<file path="src/core/cmp_vref_pkg.sv">
// Register map, field positions, reset values and mode codes of the comparator and reference control.
package cmp_vref_pkg;
   // ----------------------------------------------------------------
   // Register offsets.
   // ----------------------------------------------------------------
   localparam logic [7:0] ADDR_PORT_A     = 8'h05;
   localparam logic [7:0] ADDR_IRQ_CTRL   = 8'h0b;
   localparam logic [7:0] ADDR_PERIPH_FLG = 8'h0c;
   localparam logic [7:0] ADDR_CMP_CTRL   = 8'h1f;
   localparam logic [7:0] ADDR_PORT_A_DIR = 8'h85;
   localparam logic [7:0] ADDR_PERIPH_EN  = 8'h8c;
   localparam logic [7:0] ADDR_REF_CTRL   = 8'h9f;

   // ----------------------------------------------------------------
   // Field positions.
   // ----------------------------------------------------------------
   localparam int GLOBAL_EN_BIT   = 7;
   localparam int PERIPH_EN_BIT   = 6;
   localparam int CHANGE_FLAG_BIT = 6;
   localparam int CHANGE_EN_BIT   = 6;
   localparam int SECOND_OUT_BIT  = 7;
   localparam int FIRST_OUT_BIT   = 6;
   localparam int SECOND_INV_BIT  = 5;
   localparam int FIRST_INV_BIT   = 4;
   localparam int INPUT_SW_BIT    = 3;
   localparam int REF_EN_BIT      = 7;
   localparam int REF_PIN_BIT     = 6;
   localparam int REF_RANGE_BIT   = 5;
   localparam int FIRST_PIN       = 3;
   localparam int SECOND_PIN      = 4;
   localparam int REF_PIN         = 2;

   // ----------------------------------------------------------------
   // Mode codes, reset values and ladder figures.
   // ----------------------------------------------------------------
   localparam logic [2:0] MODE_RESET     = 3'h0;
   localparam logic [2:0] MODE_OUT_A     = 3'h1;
   localparam logic [2:0] MODE_OUT_B     = 3'h6;
   localparam logic [2:0] MODE_OFF       = 3'h7;
   localparam logic [7:0] CMP_CTRL_RST   = 8'h00;
   localparam logic [7:0] PORT_DIR_RST   = 8'hff;
   localparam logic [7:0] REF_CTRL_RST   = 8'h00;
   localparam logic [7:0] ANALOG_FULL    = 8'h0f;
   localparam logic [7:0] ANALOG_OUTMODE = 8'h07;
   localparam logic [7:0] ANALOG_NONE    = 8'h00;
   localparam logic [5:0] LOW_RANGE_DEN  = 6'd24;
   localparam logic [5:0] HIGH_RANGE_DEN = 6'd32;
   localparam logic [5:0] HIGH_RANGE_OFS = 6'd8;
endpackage

</file>
<file path="src/core/comparator_vref_control.sv">
// Digital control of a two-comparator unit and its resistor-ladder voltage reference.
//
// Contract
// - Comparator result bits in the control register are read-only.
// - Modes 110 and 001 route comparator outputs onto the two port pins.
// - Port direction bits still enable the drivers of those pins.
// - Port reads return zero for pins that the mode makes analog.
// - Any change of either comparator output sets the change flag.
// - Writing 0 clears the change flag, writing 1 sets it.
// - Interrupt request needs change, peripheral and global enables all set.
// - The flag is set regardless of the interrupt enables.
// - A change landing on a control register access may not set the flag.
// - Any control register access ends the pending mismatch.
// - A lasting mismatch keeps setting the flag after software clears it.
// - Comparators stay active in sleep; an enabled change wakes the device.
// - Mode 111 turns both comparators off.
// - Wake from sleep leaves the control register unchanged.
// - Reset loads the control register with zero: reset mode, comparators off.
// - Reference bit 7 powers the ladder, bit 6 connects it to its pin.
// - Reference bit 5 selects low range; bit 4 reads as zero.
// - Level gives level/24 in low range, 1/4 plus level/32 in high range.
// - Sixteen levels per range, selected by the 4-bit field.
// - Reset clears the whole reference control: off, disconnected, high range.
//
// The strobed register port was decided locally.
`timescale 1ns/100ps
module comparator_vref_control
   import cmp_vref_pkg::*;
#(
   parameter int PORT_W = 8                    // Port A width.
)(
   input  wire logic              clk,                    // System clock, 100 MHz.
   input  wire logic              sys_rst,                // Asynchronous reset, active high.
   input  wire logic [7:0]        reg_addr,               // Register address.
   input  wire logic [7:0]        reg_wdata,              // Register write data.
   input  wire logic              reg_wr,                 // Write strobe.
   input  wire logic              reg_rd,                 // Read strobe.
   output logic      [7:0]        reg_rdata,              // Read data, one cycle after the strobe.
   input  wire logic              first_compare_raw,      // Raw first comparator output.
   input  wire logic              second_compare_raw,     // Raw second comparator output.
   input  wire logic [PORT_W-1:0] port_a_pin_in,          // Port A pin levels.
   output logic      [PORT_W-1:0] port_a_out,             // Port A output levels.
   output logic      [PORT_W-1:0] port_a_oe,              // Port A driver enables, high drives.
   output logic      [1:0]        compare_power_en,       // Comparator power, bit 0 first.
   output logic      [2:0]        comparator_mode_sel,    // Mode field towards the analog switches.
   output logic                   compare_input_switch,   // Input switch towards the analog switches.
   output logic                   reference_power_en,     // Ladder powered.
   output logic                   reference_pin_out_en,   // Ladder tapped onto its pin.
   output logic                   reference_low_range,    // Low range selected.
   output logic      [3:0]        reference_level_sel,    // Ladder tap.
   output logic      [5:0]        reference_num,          // Reference fraction numerator.
   output logic      [5:0]        reference_den,          // Reference fraction denominator.
   output logic                   irq_request,            // Interrupt request.
   output logic                   wake_request            // Wake from sleep request.
);

   // ----------------------------------------------------------------
   // Register state.
   // ----------------------------------------------------------------
   logic [2:0]        mode_q;
   logic              input_sw_q;
   logic              first_inv_q;
   logic              second_inv_q;
   logic [1:0]        result_q;
   logic [1:0]        copy_q;
   logic              change_flag_q;
   logic              change_flag_d;
   logic              change_en_q;
   logic              periph_en_q;
   logic              global_en_q;
   logic [PORT_W-1:0] port_latch_q;
   logic [PORT_W-1:0] port_dir_q;
   logic              ref_en_q;
   logic              ref_pin_q;
   logic              ref_range_q;
   logic [3:0]        ref_level_q;
   logic [7:0]        rdata_d;
   logic [7:0]        analog_mask;
   logic              cmp_access;
   logic              mismatch;
   logic              out_mode;
   logic              cmp_on;

   // Decodes shared by several processes.
   assign cmp_access = (reg_wr || reg_rd) && (reg_addr == ADDR_CMP_CTRL);
   assign mismatch   = (result_q != copy_q);
   assign out_mode   = (mode_q == MODE_OUT_A) || (mode_q == MODE_OUT_B);
   assign cmp_on     = (mode_q != MODE_OFF) && (mode_q != MODE_RESET);

   // Pins that the current mode hands to the analog side; the reference pin joins while connected.
   always_comb begin
      if (mode_q == MODE_OFF) begin
         analog_mask = ANALOG_NONE;
      end else if (out_mode) begin
         analog_mask = ANALOG_OUTMODE;
      end else begin
         analog_mask = ANALOG_FULL;
      end
      if (ref_pin_q) begin
         analog_mask[REF_PIN] = 1'b1;
      end
   end

   // ----------------------------------------------------------------
   // Comparator control register.
   // ----------------------------------------------------------------
   // Only the mode, invert and switch bits are writable; reset forces mode zero.
   // Sleep has no input here, so nothing but a write or reset touches these bits.
   always_ff @(posedge clk or posedge sys_rst) begin
      if (sys_rst) begin
         mode_q       <= CMP_CTRL_RST[2:0];
         input_sw_q   <= CMP_CTRL_RST[INPUT_SW_BIT];
         first_inv_q  <= CMP_CTRL_RST[FIRST_INV_BIT];
         second_inv_q <= CMP_CTRL_RST[SECOND_INV_BIT];
      end else if (reg_wr && (reg_addr == ADDR_CMP_CTRL)) begin
         mode_q       <= reg_wdata[2:0];
         input_sw_q   <= reg_wdata[INPUT_SW_BIT];
         first_inv_q  <= reg_wdata[FIRST_INV_BIT];
         second_inv_q <= reg_wdata[SECOND_INV_BIT];
      end
   end

   // Results follow the comparators only; a powered-down pair reads as zero. Writes never reach them.
   always_ff @(posedge clk or posedge sys_rst) begin
      if (sys_rst) begin
         result_q <= 2'b00;
      end else if (cmp_on) begin
         result_q <= {second_compare_raw ^ second_inv_q, first_compare_raw ^ first_inv_q};
      end else begin
         result_q <= 2'b00;
      end
   end

   // Copy of the results taken at every control register access; this is what ends a mismatch.
   // A change arriving in the access cycle is absorbed into the copy and never flagged.
   always_ff @(posedge clk or posedge sys_rst) begin
      if (sys_rst) begin
         copy_q <= 2'b00;
      end else if (cmp_access) begin
         copy_q <= result_q;
      end
   end

   // ----------------------------------------------------------------
   // Change flag and interrupt enables.
   // ----------------------------------------------------------------
   // Hardware set wins over a software clear in the same cycle.
   always_comb begin
      change_flag_d = change_flag_q;
      if (reg_wr && (reg_addr == ADDR_PERIPH_FLG)) begin
         change_flag_d = reg_wdata[CHANGE_FLAG_BIT];
      end
      if (mismatch && !cmp_access) begin
         change_flag_d = 1'b1;
      end
   end

   always_ff @(posedge clk or posedge sys_rst) begin
      if (sys_rst) begin
         change_flag_q <= 1'b0;
      end else begin
         change_flag_q <= change_flag_d;
      end
   end

   // Enable bits; the remaining bits of these registers belong to other units.
   always_ff @(posedge clk or posedge sys_rst) begin
      if (sys_rst) begin
         change_en_q <= 1'b0;
         periph_en_q <= 1'b0;
         global_en_q <= 1'b0;
      end else begin
         if (reg_wr && (reg_addr == ADDR_PERIPH_EN)) begin
            change_en_q <= reg_wdata[CHANGE_EN_BIT];
         end
         if (reg_wr && (reg_addr == ADDR_IRQ_CTRL)) begin
            periph_en_q <= reg_wdata[PERIPH_EN_BIT];
            global_en_q <= reg_wdata[GLOBAL_EN_BIT];
         end
      end
   end

   // Request and wake; wake ignores the global enable so a sleeping core still resumes.
   always_ff @(posedge clk or posedge sys_rst) begin
      if (sys_rst) begin
         irq_request  <= 1'b0;
         wake_request <= 1'b0;
      end else begin
         irq_request  <= change_flag_q && change_en_q && periph_en_q && global_en_q;
         wake_request <= change_flag_q && change_en_q && periph_en_q;
      end
   end

   // ----------------------------------------------------------------
   // Port A latch, direction and output multiplexing.
   // ----------------------------------------------------------------
   always_ff @(posedge clk or posedge sys_rst) begin
      if (sys_rst) begin
         port_latch_q <= '0;
         port_dir_q   <= PORT_DIR_RST[PORT_W-1:0];
      end else begin
         if (reg_wr && (reg_addr == ADDR_PORT_A)) begin
            port_latch_q <= reg_wdata[PORT_W-1:0];
         end
         if (reg_wr && (reg_addr == ADDR_PORT_A_DIR)) begin
            port_dir_q <= reg_wdata[PORT_W-1:0];
         end
      end
   end

   // The pin mux adds one register stage, the price of driving every output from a flip-flop.
   always_ff @(posedge clk or posedge sys_rst) begin
      if (sys_rst) begin
         port_a_out <= '0;
         port_a_oe  <= '0;
      end else begin
         port_a_out <= port_latch_q;
         port_a_oe  <= ~port_dir_q;
         if (out_mode) begin
            port_a_out[FIRST_PIN]  <= result_q[0];
            port_a_out[SECOND_PIN] <= result_q[1];
         end
         if (ref_pin_q) begin
            port_a_oe[REF_PIN] <= 1'b0;
         end
      end
   end

   // ----------------------------------------------------------------
   // Reference control and ladder fraction.
   // ----------------------------------------------------------------
   always_ff @(posedge clk or posedge sys_rst) begin
      if (sys_rst) begin
         ref_en_q    <= REF_CTRL_RST[REF_EN_BIT];
         ref_pin_q   <= REF_CTRL_RST[REF_PIN_BIT];
         ref_range_q <= REF_CTRL_RST[REF_RANGE_BIT];
         ref_level_q <= REF_CTRL_RST[3:0];
      end else if (reg_wr && (reg_addr == ADDR_REF_CTRL)) begin
         ref_en_q    <= reg_wdata[REF_EN_BIT];
         ref_pin_q   <= reg_wdata[REF_PIN_BIT];
         ref_range_q <= reg_wdata[REF_RANGE_BIT];
         ref_level_q <= reg_wdata[3:0];
      end
   end

   // Registered analog-side controls and the fraction of supply that the ladder should present.
   always_ff @(posedge clk or posedge sys_rst) begin
      if (sys_rst) begin
         compare_power_en     <= 2'b00;
         comparator_mode_sel  <= CMP_CTRL_RST[2:0];
         compare_input_switch <= 1'b0;
         reference_power_en   <= 1'b0;
         reference_pin_out_en <= 1'b0;
         reference_low_range  <= 1'b0;
         reference_level_sel  <= 4'h0;
         reference_num        <= HIGH_RANGE_OFS;
         reference_den        <= HIGH_RANGE_DEN;
      end else begin
         compare_power_en     <= {cmp_on, cmp_on};
         comparator_mode_sel  <= mode_q;
         compare_input_switch <= input_sw_q;
         reference_power_en   <= ref_en_q;
         reference_pin_out_en <= ref_pin_q;
         reference_low_range  <= ref_range_q;
         reference_level_sel  <= ref_level_q;
         if (ref_range_q) begin
            reference_num <= {2'b00, ref_level_q};
            reference_den <= LOW_RANGE_DEN;
         end else begin
            reference_num <= HIGH_RANGE_OFS + {2'b00, ref_level_q};
            reference_den <= HIGH_RANGE_DEN;
         end
      end
   end

   // ----------------------------------------------------------------
   // Read path.
   // ----------------------------------------------------------------
   // Unimplemented bits and unmapped addresses read as zero.
   always_comb begin
      rdata_d = 8'h00;
      case (reg_addr)
         ADDR_CMP_CTRL: begin
            rdata_d = {result_q[1], result_q[0], second_inv_q, first_inv_q, input_sw_q, mode_q};
         end
         ADDR_PERIPH_FLG: begin
            rdata_d[CHANGE_FLAG_BIT] = change_flag_q;
         end
         ADDR_PERIPH_EN: begin
            rdata_d[CHANGE_EN_BIT] = change_en_q;
         end
         ADDR_IRQ_CTRL: begin
            rdata_d[PERIPH_EN_BIT] = periph_en_q;
            rdata_d[GLOBAL_EN_BIT] = global_en_q;
         end
         ADDR_PORT_A: begin
            rdata_d[PORT_W-1:0] = port_a_pin_in & ~analog_mask[PORT_W-1:0];
         end
         ADDR_PORT_A_DIR: begin
            rdata_d[PORT_W-1:0] = port_dir_q;
         end
         ADDR_REF_CTRL: begin
            rdata_d = {ref_en_q, ref_pin_q, ref_range_q, 1'b0, ref_level_q};
         end
         default: begin
            rdata_d = 8'h00;
         end
      endcase
   end

   always_ff @(posedge clk or posedge sys_rst) begin
      if (sys_rst) begin
         reg_rdata <= 8'h00;
      end else if (reg_rd) begin
         reg_rdata <= rdata_d;
      end else begin
         reg_rdata <= 8'h00;
      end
   end

   // ----------------------------------------------------------------
   // Assertions.
   // ----------------------------------------------------------------
   property p_result_read;
      @(posedge clk) disable iff (sys_rst)
      (reg_rd && reg_addr == ADDR_CMP_CTRL) |=> (reg_rdata[7:6] == $past(result_q));
   endproperty
   a_result_read: assert property (p_result_read) else $error("result bits read wrong");

   property p_pin_mux;
      @(posedge clk) disable iff (sys_rst)
      (mode_q == MODE_OUT_B || mode_q == MODE_OUT_A) |=>
         (port_a_out[FIRST_PIN] == $past(result_q[0]) && port_a_out[SECOND_PIN] == $past(result_q[1]));
   endproperty
   a_pin_mux: assert property (p_pin_mux) else $error("comparator not on pins");

   property p_dir_oe;
      @(posedge clk) disable iff (sys_rst)
      out_mode |=> (port_a_oe[SECOND_PIN] == !$past(port_dir_q[SECOND_PIN]));
   endproperty
   a_dir_oe: assert property (p_dir_oe) else $error("direction ignored in output mode");

   property p_analog_zero;
      @(posedge clk) disable iff (sys_rst)
      (reg_rd && reg_addr == ADDR_PORT_A) |=> ((reg_rdata & $past(analog_mask)) == 8'h00);
   endproperty
   a_analog_zero: assert property (p_analog_zero) else $error("analog pin read nonzero");

   property p_flag_set;
      @(posedge clk) disable iff (sys_rst)
      (mismatch && !cmp_access) |=> change_flag_q;
   endproperty
   a_flag_set: assert property (p_flag_set) else $error("mismatch did not set flag");

   property p_flag_clear;
      @(posedge clk) disable iff (sys_rst)
      (reg_wr && reg_addr == ADDR_PERIPH_FLG && !reg_wdata[CHANGE_FLAG_BIT] && !mismatch) |=> !change_flag_q;
   endproperty
   a_flag_clear: assert property (p_flag_clear) else $error("flag clear lost");

   property p_irq_gate;
      @(posedge clk) disable iff (sys_rst)
      irq_request |-> $past(change_flag_q && change_en_q && periph_en_q && global_en_q);
   endproperty
   a_irq_gate: assert property (p_irq_gate) else $error("request without all enables");

   property p_access_ends;
      @(posedge clk) disable iff (sys_rst)
      cmp_access |=> (copy_q == $past(result_q));
   endproperty
   a_access_ends: assert property (p_access_ends) else $error("access did not take copy");

   property p_off_mode;
      @(posedge clk) disable iff (sys_rst)
      (mode_q == MODE_OFF) |=> (compare_power_en == 2'b00) ##1 (result_q == 2'b00 || mode_q != MODE_OFF);
   endproperty
   a_off_mode: assert property (p_off_mode) else $error("comparators on in off mode");

   property p_low_range;
      @(posedge clk) disable iff (sys_rst)
      ref_range_q |=> (reference_den == LOW_RANGE_DEN && reference_num == {2'b00, $past(ref_level_q)});
   endproperty
   a_low_range: assert property (p_low_range) else $error("low range fraction wrong");

endmodule

</file>
<file path="config.mk">
export PLATFORM = sky130hd
export DESIGN_NAME = comparator_vref_control
export DESIGN_NICKNAME = d
export VERILOG_FILES = /design/src/core/cmp_vref_pkg.sv /design/src/core/comparator_vref_control.sv
export SDC_FILE = /design/constraint.sdc
export NUM_CORES = 1
export LEC_CHECK = 0
export BUFFER_PORTS_ARGS = -buffer_cell sky130_fd_sc_hd__buf_2
export CORE_MARGIN = 1
export CORE_UTILIZATION = 57
export DETAILED_ROUTE_END_ITERATION = 10
export PLACE_DENSITY = 0.83
export SKIP_LAST_GASP = 1
export SYNTH_ARGS = -nofsm -noshare
export SYNTH_HDL_FRONTEND = slang
export SYNTH_SLANG_ARGS = --single-unit
</file>
<file path="constraint.sdc">
create_clock -name clk -period 6.8 [get_ports clk]
set_input_delay 0.68 -clock clk [delete_from_list [all_inputs] [get_ports clk]]
set_output_delay 0.68 -clock clk [all_outputs]
set_load 0.01 [all_outputs]
</file>
==> metrics.txt, run 1 <==
status=finished, final reports clean; CTS HTree Levels=3; antenna violations before repair=0; share of layout cells above drive strength 1=approximately 46%; die width=77.9 um; crit-path cells=buf_2, nor3_1, buf_4, nand3b_1, or4_4, mux2_4; fin area=roughly 0.0038 sq mm; ys async rst share=100%; total gr overflow=0; placed cell areas=0.00365 sq mm; post-route ant nets=0; uppermost routed layer=met4; IO Pins=81; post-synthesis area per instance=13.1 sq um; post-layout util=69.3%; CP required=7030 ps; Period minus WS final=between 1500 and 2000 ps; crit path launch type=input pin; Filler cells=approximately 420; Post-route DRC=0; Root Driver=clkbuf_8; Final nets=356; setup TNS=0 ps; Inserted Clock Buffers=9; clk buf depth=2; pin count of the biggest net entering global routing=slightly below 80; Vias/cell=around 5.5; Post-CTS Setup Inserts=0; Sw Share=about a quarter; CP endpoint kind=flip-flop; measured slew at the worst slew-check pin=between 900 and 1000 ps; GRT Total Usage=23.4%; EDFF count, synth=0; Die ar.=0.00606 sq mm; Final Skew=around 7.8 ps; post-DP HPWL=4600 um; Clock Power Share=between 30% and 40%; clock slew at reported path FFs=approximately 80 ps; DR WL/cell=16.0 um; starting density of the core=just under 60%; RSZ-0062 raised after global routing=no; combinational share of power=8.2%; sequential area share after synthesis=roughly three fifths; Rows=27; CTS tree=built; Ys Warns=0; clock latency at the later pin of the worst-skew pair=roughly 350 ps; final setup vio count=0; Sink Count=approximately 80; Final Hold Viols=0; Met2 Wirelength=between 3000 and 4000 um; IO buf count=76; mapped cell area=about 0.0033 sq mm; critical path's slowest cell=or4_4; net switching power=~0.22 mW; Yosys cell types=48; data arrival time of the critical path=around 2200 ps; Yosys top cell area share=approximately half; final WL=around 6400 um; Int Power=a little under 0.7 mW; cell leakage power=between 1.5 and 2 nW; critical path type=input pin to flip-flop; Final Cycle Share=between 20% and 30%; First-pass DRT Iterations=4; Power per Cell Area=approximately 240 mW/mm^2; post-CTS sizing=0; Synth Register Bits=just under 80; met1 wire length=approximately 2700 um; commonest non-fill, non-tap cell in the layout=buf_2; Worst Hold Class=flip-flop to flip-flop; # diodes=0; ys flop type=dfrtp_1; Flop pwr share=55.1%; Die Height=around 80 um; Core Area=about 0.0055 sq mm; Final Max Tran Viols=0; commonest cells after routing, fill and taps aside=76 x buf_2, 68 x dfrtp_1, 28 x mux2_2; Post-Synthesis Cells=about 250; Max IR drop VDD=approximately 0.00014 V; Hold-fix buffers, CTS=0; Synth area leaders=dfrtp_1 52%, mux2_2 9.6%, dfstp_2 8.0%, mux2_4 3.7%, buf_4 2.3%; Syn-to-layout area delta=17.0%; gp weighted congestion=between 0.8 and 0.9; slowest stage delay, CP=around 550 ps; Yosys top cell by area=dfrtp_1; global-route wire length before repair=around 10000 um; CP Max Fanout=11; fmax=0.512 GHz; Met3 Routed Length=between 400 and 500 um; maxcap violations=0; DR iter-0 viols=around 120; Worst slew margin=39.9%; vias in the first global route=roughly 2100; DR vias=roughly 2200
[critical path: cells and delay by family]
| family | cells | cell delay, ps |
|---|---|---|
| buffers and inverters | 2 | 320 |
| AND/OR/NAND/NOR | 3 | 840 |
| multiplexers | 1 | 330 |
[cell usage after synthesis (4+ instances only)]
| master | count |
|---|---|
| mux2_2 | 28 |
| nand2_1 | 10 |
| a21oi_1 | 8 |
| buf_4 | 10 |
| inv_1 | 12 |
| dfstp_2 | 10 |
| mux2_4 | 8 |
| nor3_1 | 8 |
| nand3_1 | 7 |
| nor2_1 | 6 |
| dfrtp_1 | 68 |
| nand3b_1 | 4 |
| and3_1 | 11 |
| o21ai_0 | 10 |
[final cells by class]
type                            instances  area [sq um]  share of cell area [%]
Inverter                               12          45.0                    1.17
Sequential cell                        78          1960                    51.2
Clock inverter                          5          58.8                    1.53
Multi-Input combinational cell        146          1150                    30.0
Timing Repair Buffer                   78           395                    10.3
Clock buffer                           11           131                    3.42
Tap cell                               72          90.1                    2.35
[path summary, 6_finish.rpt]
check / startpoint / endpoint / slack (ps) / depth (start not counted)
setup / recovery: reg_addr[5] / port_latch_q[2] / 4850 / 6
hold / removal: port_latch_q[7] / port_a_out[7] / 390 / 0
setup reg to reg: mode_q[1] / reg_rdata[2] / 5090 / 4
hold reg to reg: port_latch_q[7] / port_a_out[7] / 390 / 0
max in group asynchronous: sys_rst / port_latch_q[4] / 5610 / 3
min in group asynchronous: sys_rst / port_latch_q[0] / 610 / 3
[per-stage QoR]
stage	setup WS, ps	std cells	hold WS (ps)	power [mW]
6_report	4850	402	389	0.904
5_1_grt	4770	402	414	0.941
4_1_cts	4860	402	391	0.912
3_5_place_dp	4490	386	372	0.582
3_3_place_gp	4510	386	369	0.580
2_1_floorplan	4140	254	354	0.552
[metal layers]
| metal | track usage, % | vias to the layer above |
|---|---|---|
| li1 | - | 1016 |
| met4 | 11.1 | 0 |
| met2 | 36.7 | 92 |
| met3 | 6.00 | 9 |
| met5 | 0 | - |
| met1 | 30.3 | 1075 |
[power by group through the flow]
stage	clock (mW)	sequential (mW)	combinational (mW)
finish	0.331	0.499	0.0744
detailed placement	0	0.507	0.0752
CTS	0.337	0.499	0.0755
global route	0.358	0.501	0.0824
floorplan	0	0.509	0.0430
global placement	0	0.507	0.0734
[registers in the layout, summed over array words and instances (netlist names), 3 cells and up]
| signal | cells |
|---|---|
| ref_level_q | 4 |
| mode_q | 3 |
| port_a_out | 8 |
| port_a_oe | 8 |
| port_latch_q | 8 |
| comparator_mode_sel | 3 |
| reg_rdata | 8 |
| port_dir_q | 8 |
| reference_level_sel | 4 |
[cell families (layout without fill, tap and decap cells)]
logic type      Yosys count  after routing  synth area share, %
flops                    78             78                 59.9
simple gates             67             67                 13.4
mux                      37             37                 13.6
compound gates           33             33                 6.26
buf+inv                  30            106                 5.34
xor+xnor                  4              4                 1.07
fa+ha+maj                 1              1                0.381
other cells               1              4                0.114
Note: power is estimated with default switching activity, not from simulation.
==> run 2, diff against run 1 <==
CORE_UTILIZATION = 48   (was 57)
PLACE_DENSITY = 0.74   (was 0.83)
clock period = 1.65 ns   (was 6.8 ns; I/O delays follow)
==> metrics.txt, run 2 (synthesis gave the netlist of run 1 again) <==
clock latency at the later pin of the worst-skew pair=350 ps (about the same); DR iter-0 viols=147 (+27%); combinational share of power=9.3% (+1.1 points); Final Cycle Share=roughly 93%; data arrival time of the critical path=1800 ps (-380 ps); Int Power=2.75 mW (+300%); fmax=~0.65 GHz; Power per Cell Area=933 mW/mm^2 (+300%); total gr overflow=0 (unchanged); Period minus WS final=1540 ps; net switching power=0.960 mW (+340%); commonest non-fill, non-tap cell in the layout=buf_2; measured slew at the worst slew-check pin=562 ps (-339 ps); RSZ-0062 raised after global routing=no; status=finished, violations left; crit path launch type=flip-flop; clk buf depth=2 (unchanged); Rows=29 (+7.4%); Post-route DRC=1 (+1); clock slew at reported path FFs=80 ps (about the same); crit-path cells=or4b_1, nor4_4, nand3b_1, a31oi_1; starting density of the core=50.8% (-8.4 points); DP Cell Count=406 (+5.2%); CP required=1910 ps (-5120 ps); gp weighted congestion=0.894 (+0.53%); final setup vio count=0 (unchanged); post-layout util=61.6% (-7.7 points); fin cells=423 (+5.2%); final WL=6970 um (+8.4%); violated checks=design-rule violations; commonest cells after routing, fill and taps aside=76 x buf_2, 68 x dfrtp_1, 28 x mux2_2; slowest stage delay, CP=520 ps (-30 ps); post-route ant nets=0 (unchanged); Die ar.=0.00717 sq mm (+18%); pin count of the biggest net entering global routing=79 (unchanged); Flop pwr share=55.3% (+0.2 points); vias in the first global route=2280 (+10%); Final Max Tran Viols=0 (unchanged); Sw Share=25.9% (+1.9 points); IO buf count=76 (unchanged); critical path's slowest cell=or4b_1; setup TNS=0 ps (unchanged); Max IR drop VDD=0.000462 V (+230%); Core Area=0.00646 sq mm (+17%); GRT Total Usage=21.3% (-2.1 points); critical path type=flip-flop to flip-flop; # diodes=0 (unchanged); cell leakage power=2.05 nW (+3.9%); maxcap violations=0 (unchanged); Final Skew=13.1 ps (+5.25 ps); CP bufs+invs=0 (-2); Clock Power Share=35.4% (-1.2 points); global-route wire length before repair=11300 um (+8.6%); CP endpoint kind=flip-flop; Power Total=3.71 mW (+310%); CP Max Fanout=3 (-8); DR WL/cell=16.5 um (+3.0%); IO Pins=81 (unchanged); die width=84.7 um (+8.7%); CTS tree=built; fin area=0.00398 sq mm (+3.6%); post-DP HPWL=5020 um (+9.0%); share of layout cells above drive strength 1=48.6% (+2.8 points); Final Hold Viols=0 (unchanged); Worst Hold Class=input pin to flip-flop; Root Driver=clkbuf_8; DR vias=2259 (+3.1%); Vias/cell=5.34 (-2.1%); Die Height=84.7 um (+8.7%); Worst path top cell family by delay=simple AND/OR/NAND/NOR gates; Final nets=372 (+4.5%); placed cell areas=0.00378 sq mm (+3.7%); First-pass DRT Iterations=10 (+6); Syn-to-layout area delta=21.2%; Post-CTS Setup Inserts=0 (unchanged); CTS HTree Levels=3 (unchanged); Worst slew margin=62.4% (+23 points); Inserted Clock Buffers=9 (unchanged); antenna violations before repair=0 (unchanged); Sink Count=78 (unchanged)
==> run 2: metrics by stage <==
step                      hold WS, ps  setup WS [ps]
final                            63.1            113
after global routing             66.3           21.6
after CTS                        52.7            107
after detailed placement          309          -39.2
after global placement            302           9.74
after floorplan                   268            186
==> run 2: worst paths after layout <==
check | from | to | slack [ps] | cells past startpoint
setup / recovery | mode_q[1] | reg_rdata[2] | 110 | 4
setup reg to reg | mode_q[1] | reg_rdata[2] | 110 | 4
min in group asynchronous | sys_rst | reference_level_sel[1] | 460 | 4
hold / removal | second_compare_raw | result_q[1] | 60 | 3
hold reg to reg | ref_level_q[1] | reference_level_sel[1] | 400 | 0
max in group asynchronous | sys_rst | port_dir_q[4] | 840 | 4
==> run 2: what timing repair did <==
action / 4_1_cts / 5_1_grt
endpoints found under the setup margin: 0 / 1
gates resized for setup: 0 / 0
endpoints found under the hold margin: 68 / 0
hold buffers: 1 / 0
==> run 2: cell type report <==
type,instances,area (sq um)
timing repair buffer,94,531
sequential,78,1960
fill,523,2480
clock buffer,10,138
tap,77,96.3
multi-input combinational,146,1150
clock inverter,6,46.3
inverter,12,48.8
==> run 2: power groups by stage <==
stage	clock network [mW]	logic, mW	registers [mW]
floorplan	0	0.178	2.10
detailed placement	0	0.347	2.09
global placement	0	0.339	2.08
finish	1.31	0.346	2.05
CTS	1.34	0.350	2.05
global route	1.42	0.380	2.06
==> run 2: worst reg2reg max path, delay by kind of cell, from the launching register on <==
family	cells	cell delay, ps
AOI/OAI and AO/OA	1	180
and+or+nand+nor	3	940
DFF	1	350
==> run 2: metal layers <==
| metal | GRT usage (%) | vias to the layer above | share of wire (%) |
|---|---|---|---|
| met4 | 9.86 | 0 | 1.9 |
| met3 | 5.31 | 13 | 5.2 |
| met2 | 33.5 | 87 | 49 |
| met1 | 27.9 | 1113 | 43 |
| li1 | - | 1046 | - |
| met5 | 0 | - | 0 |
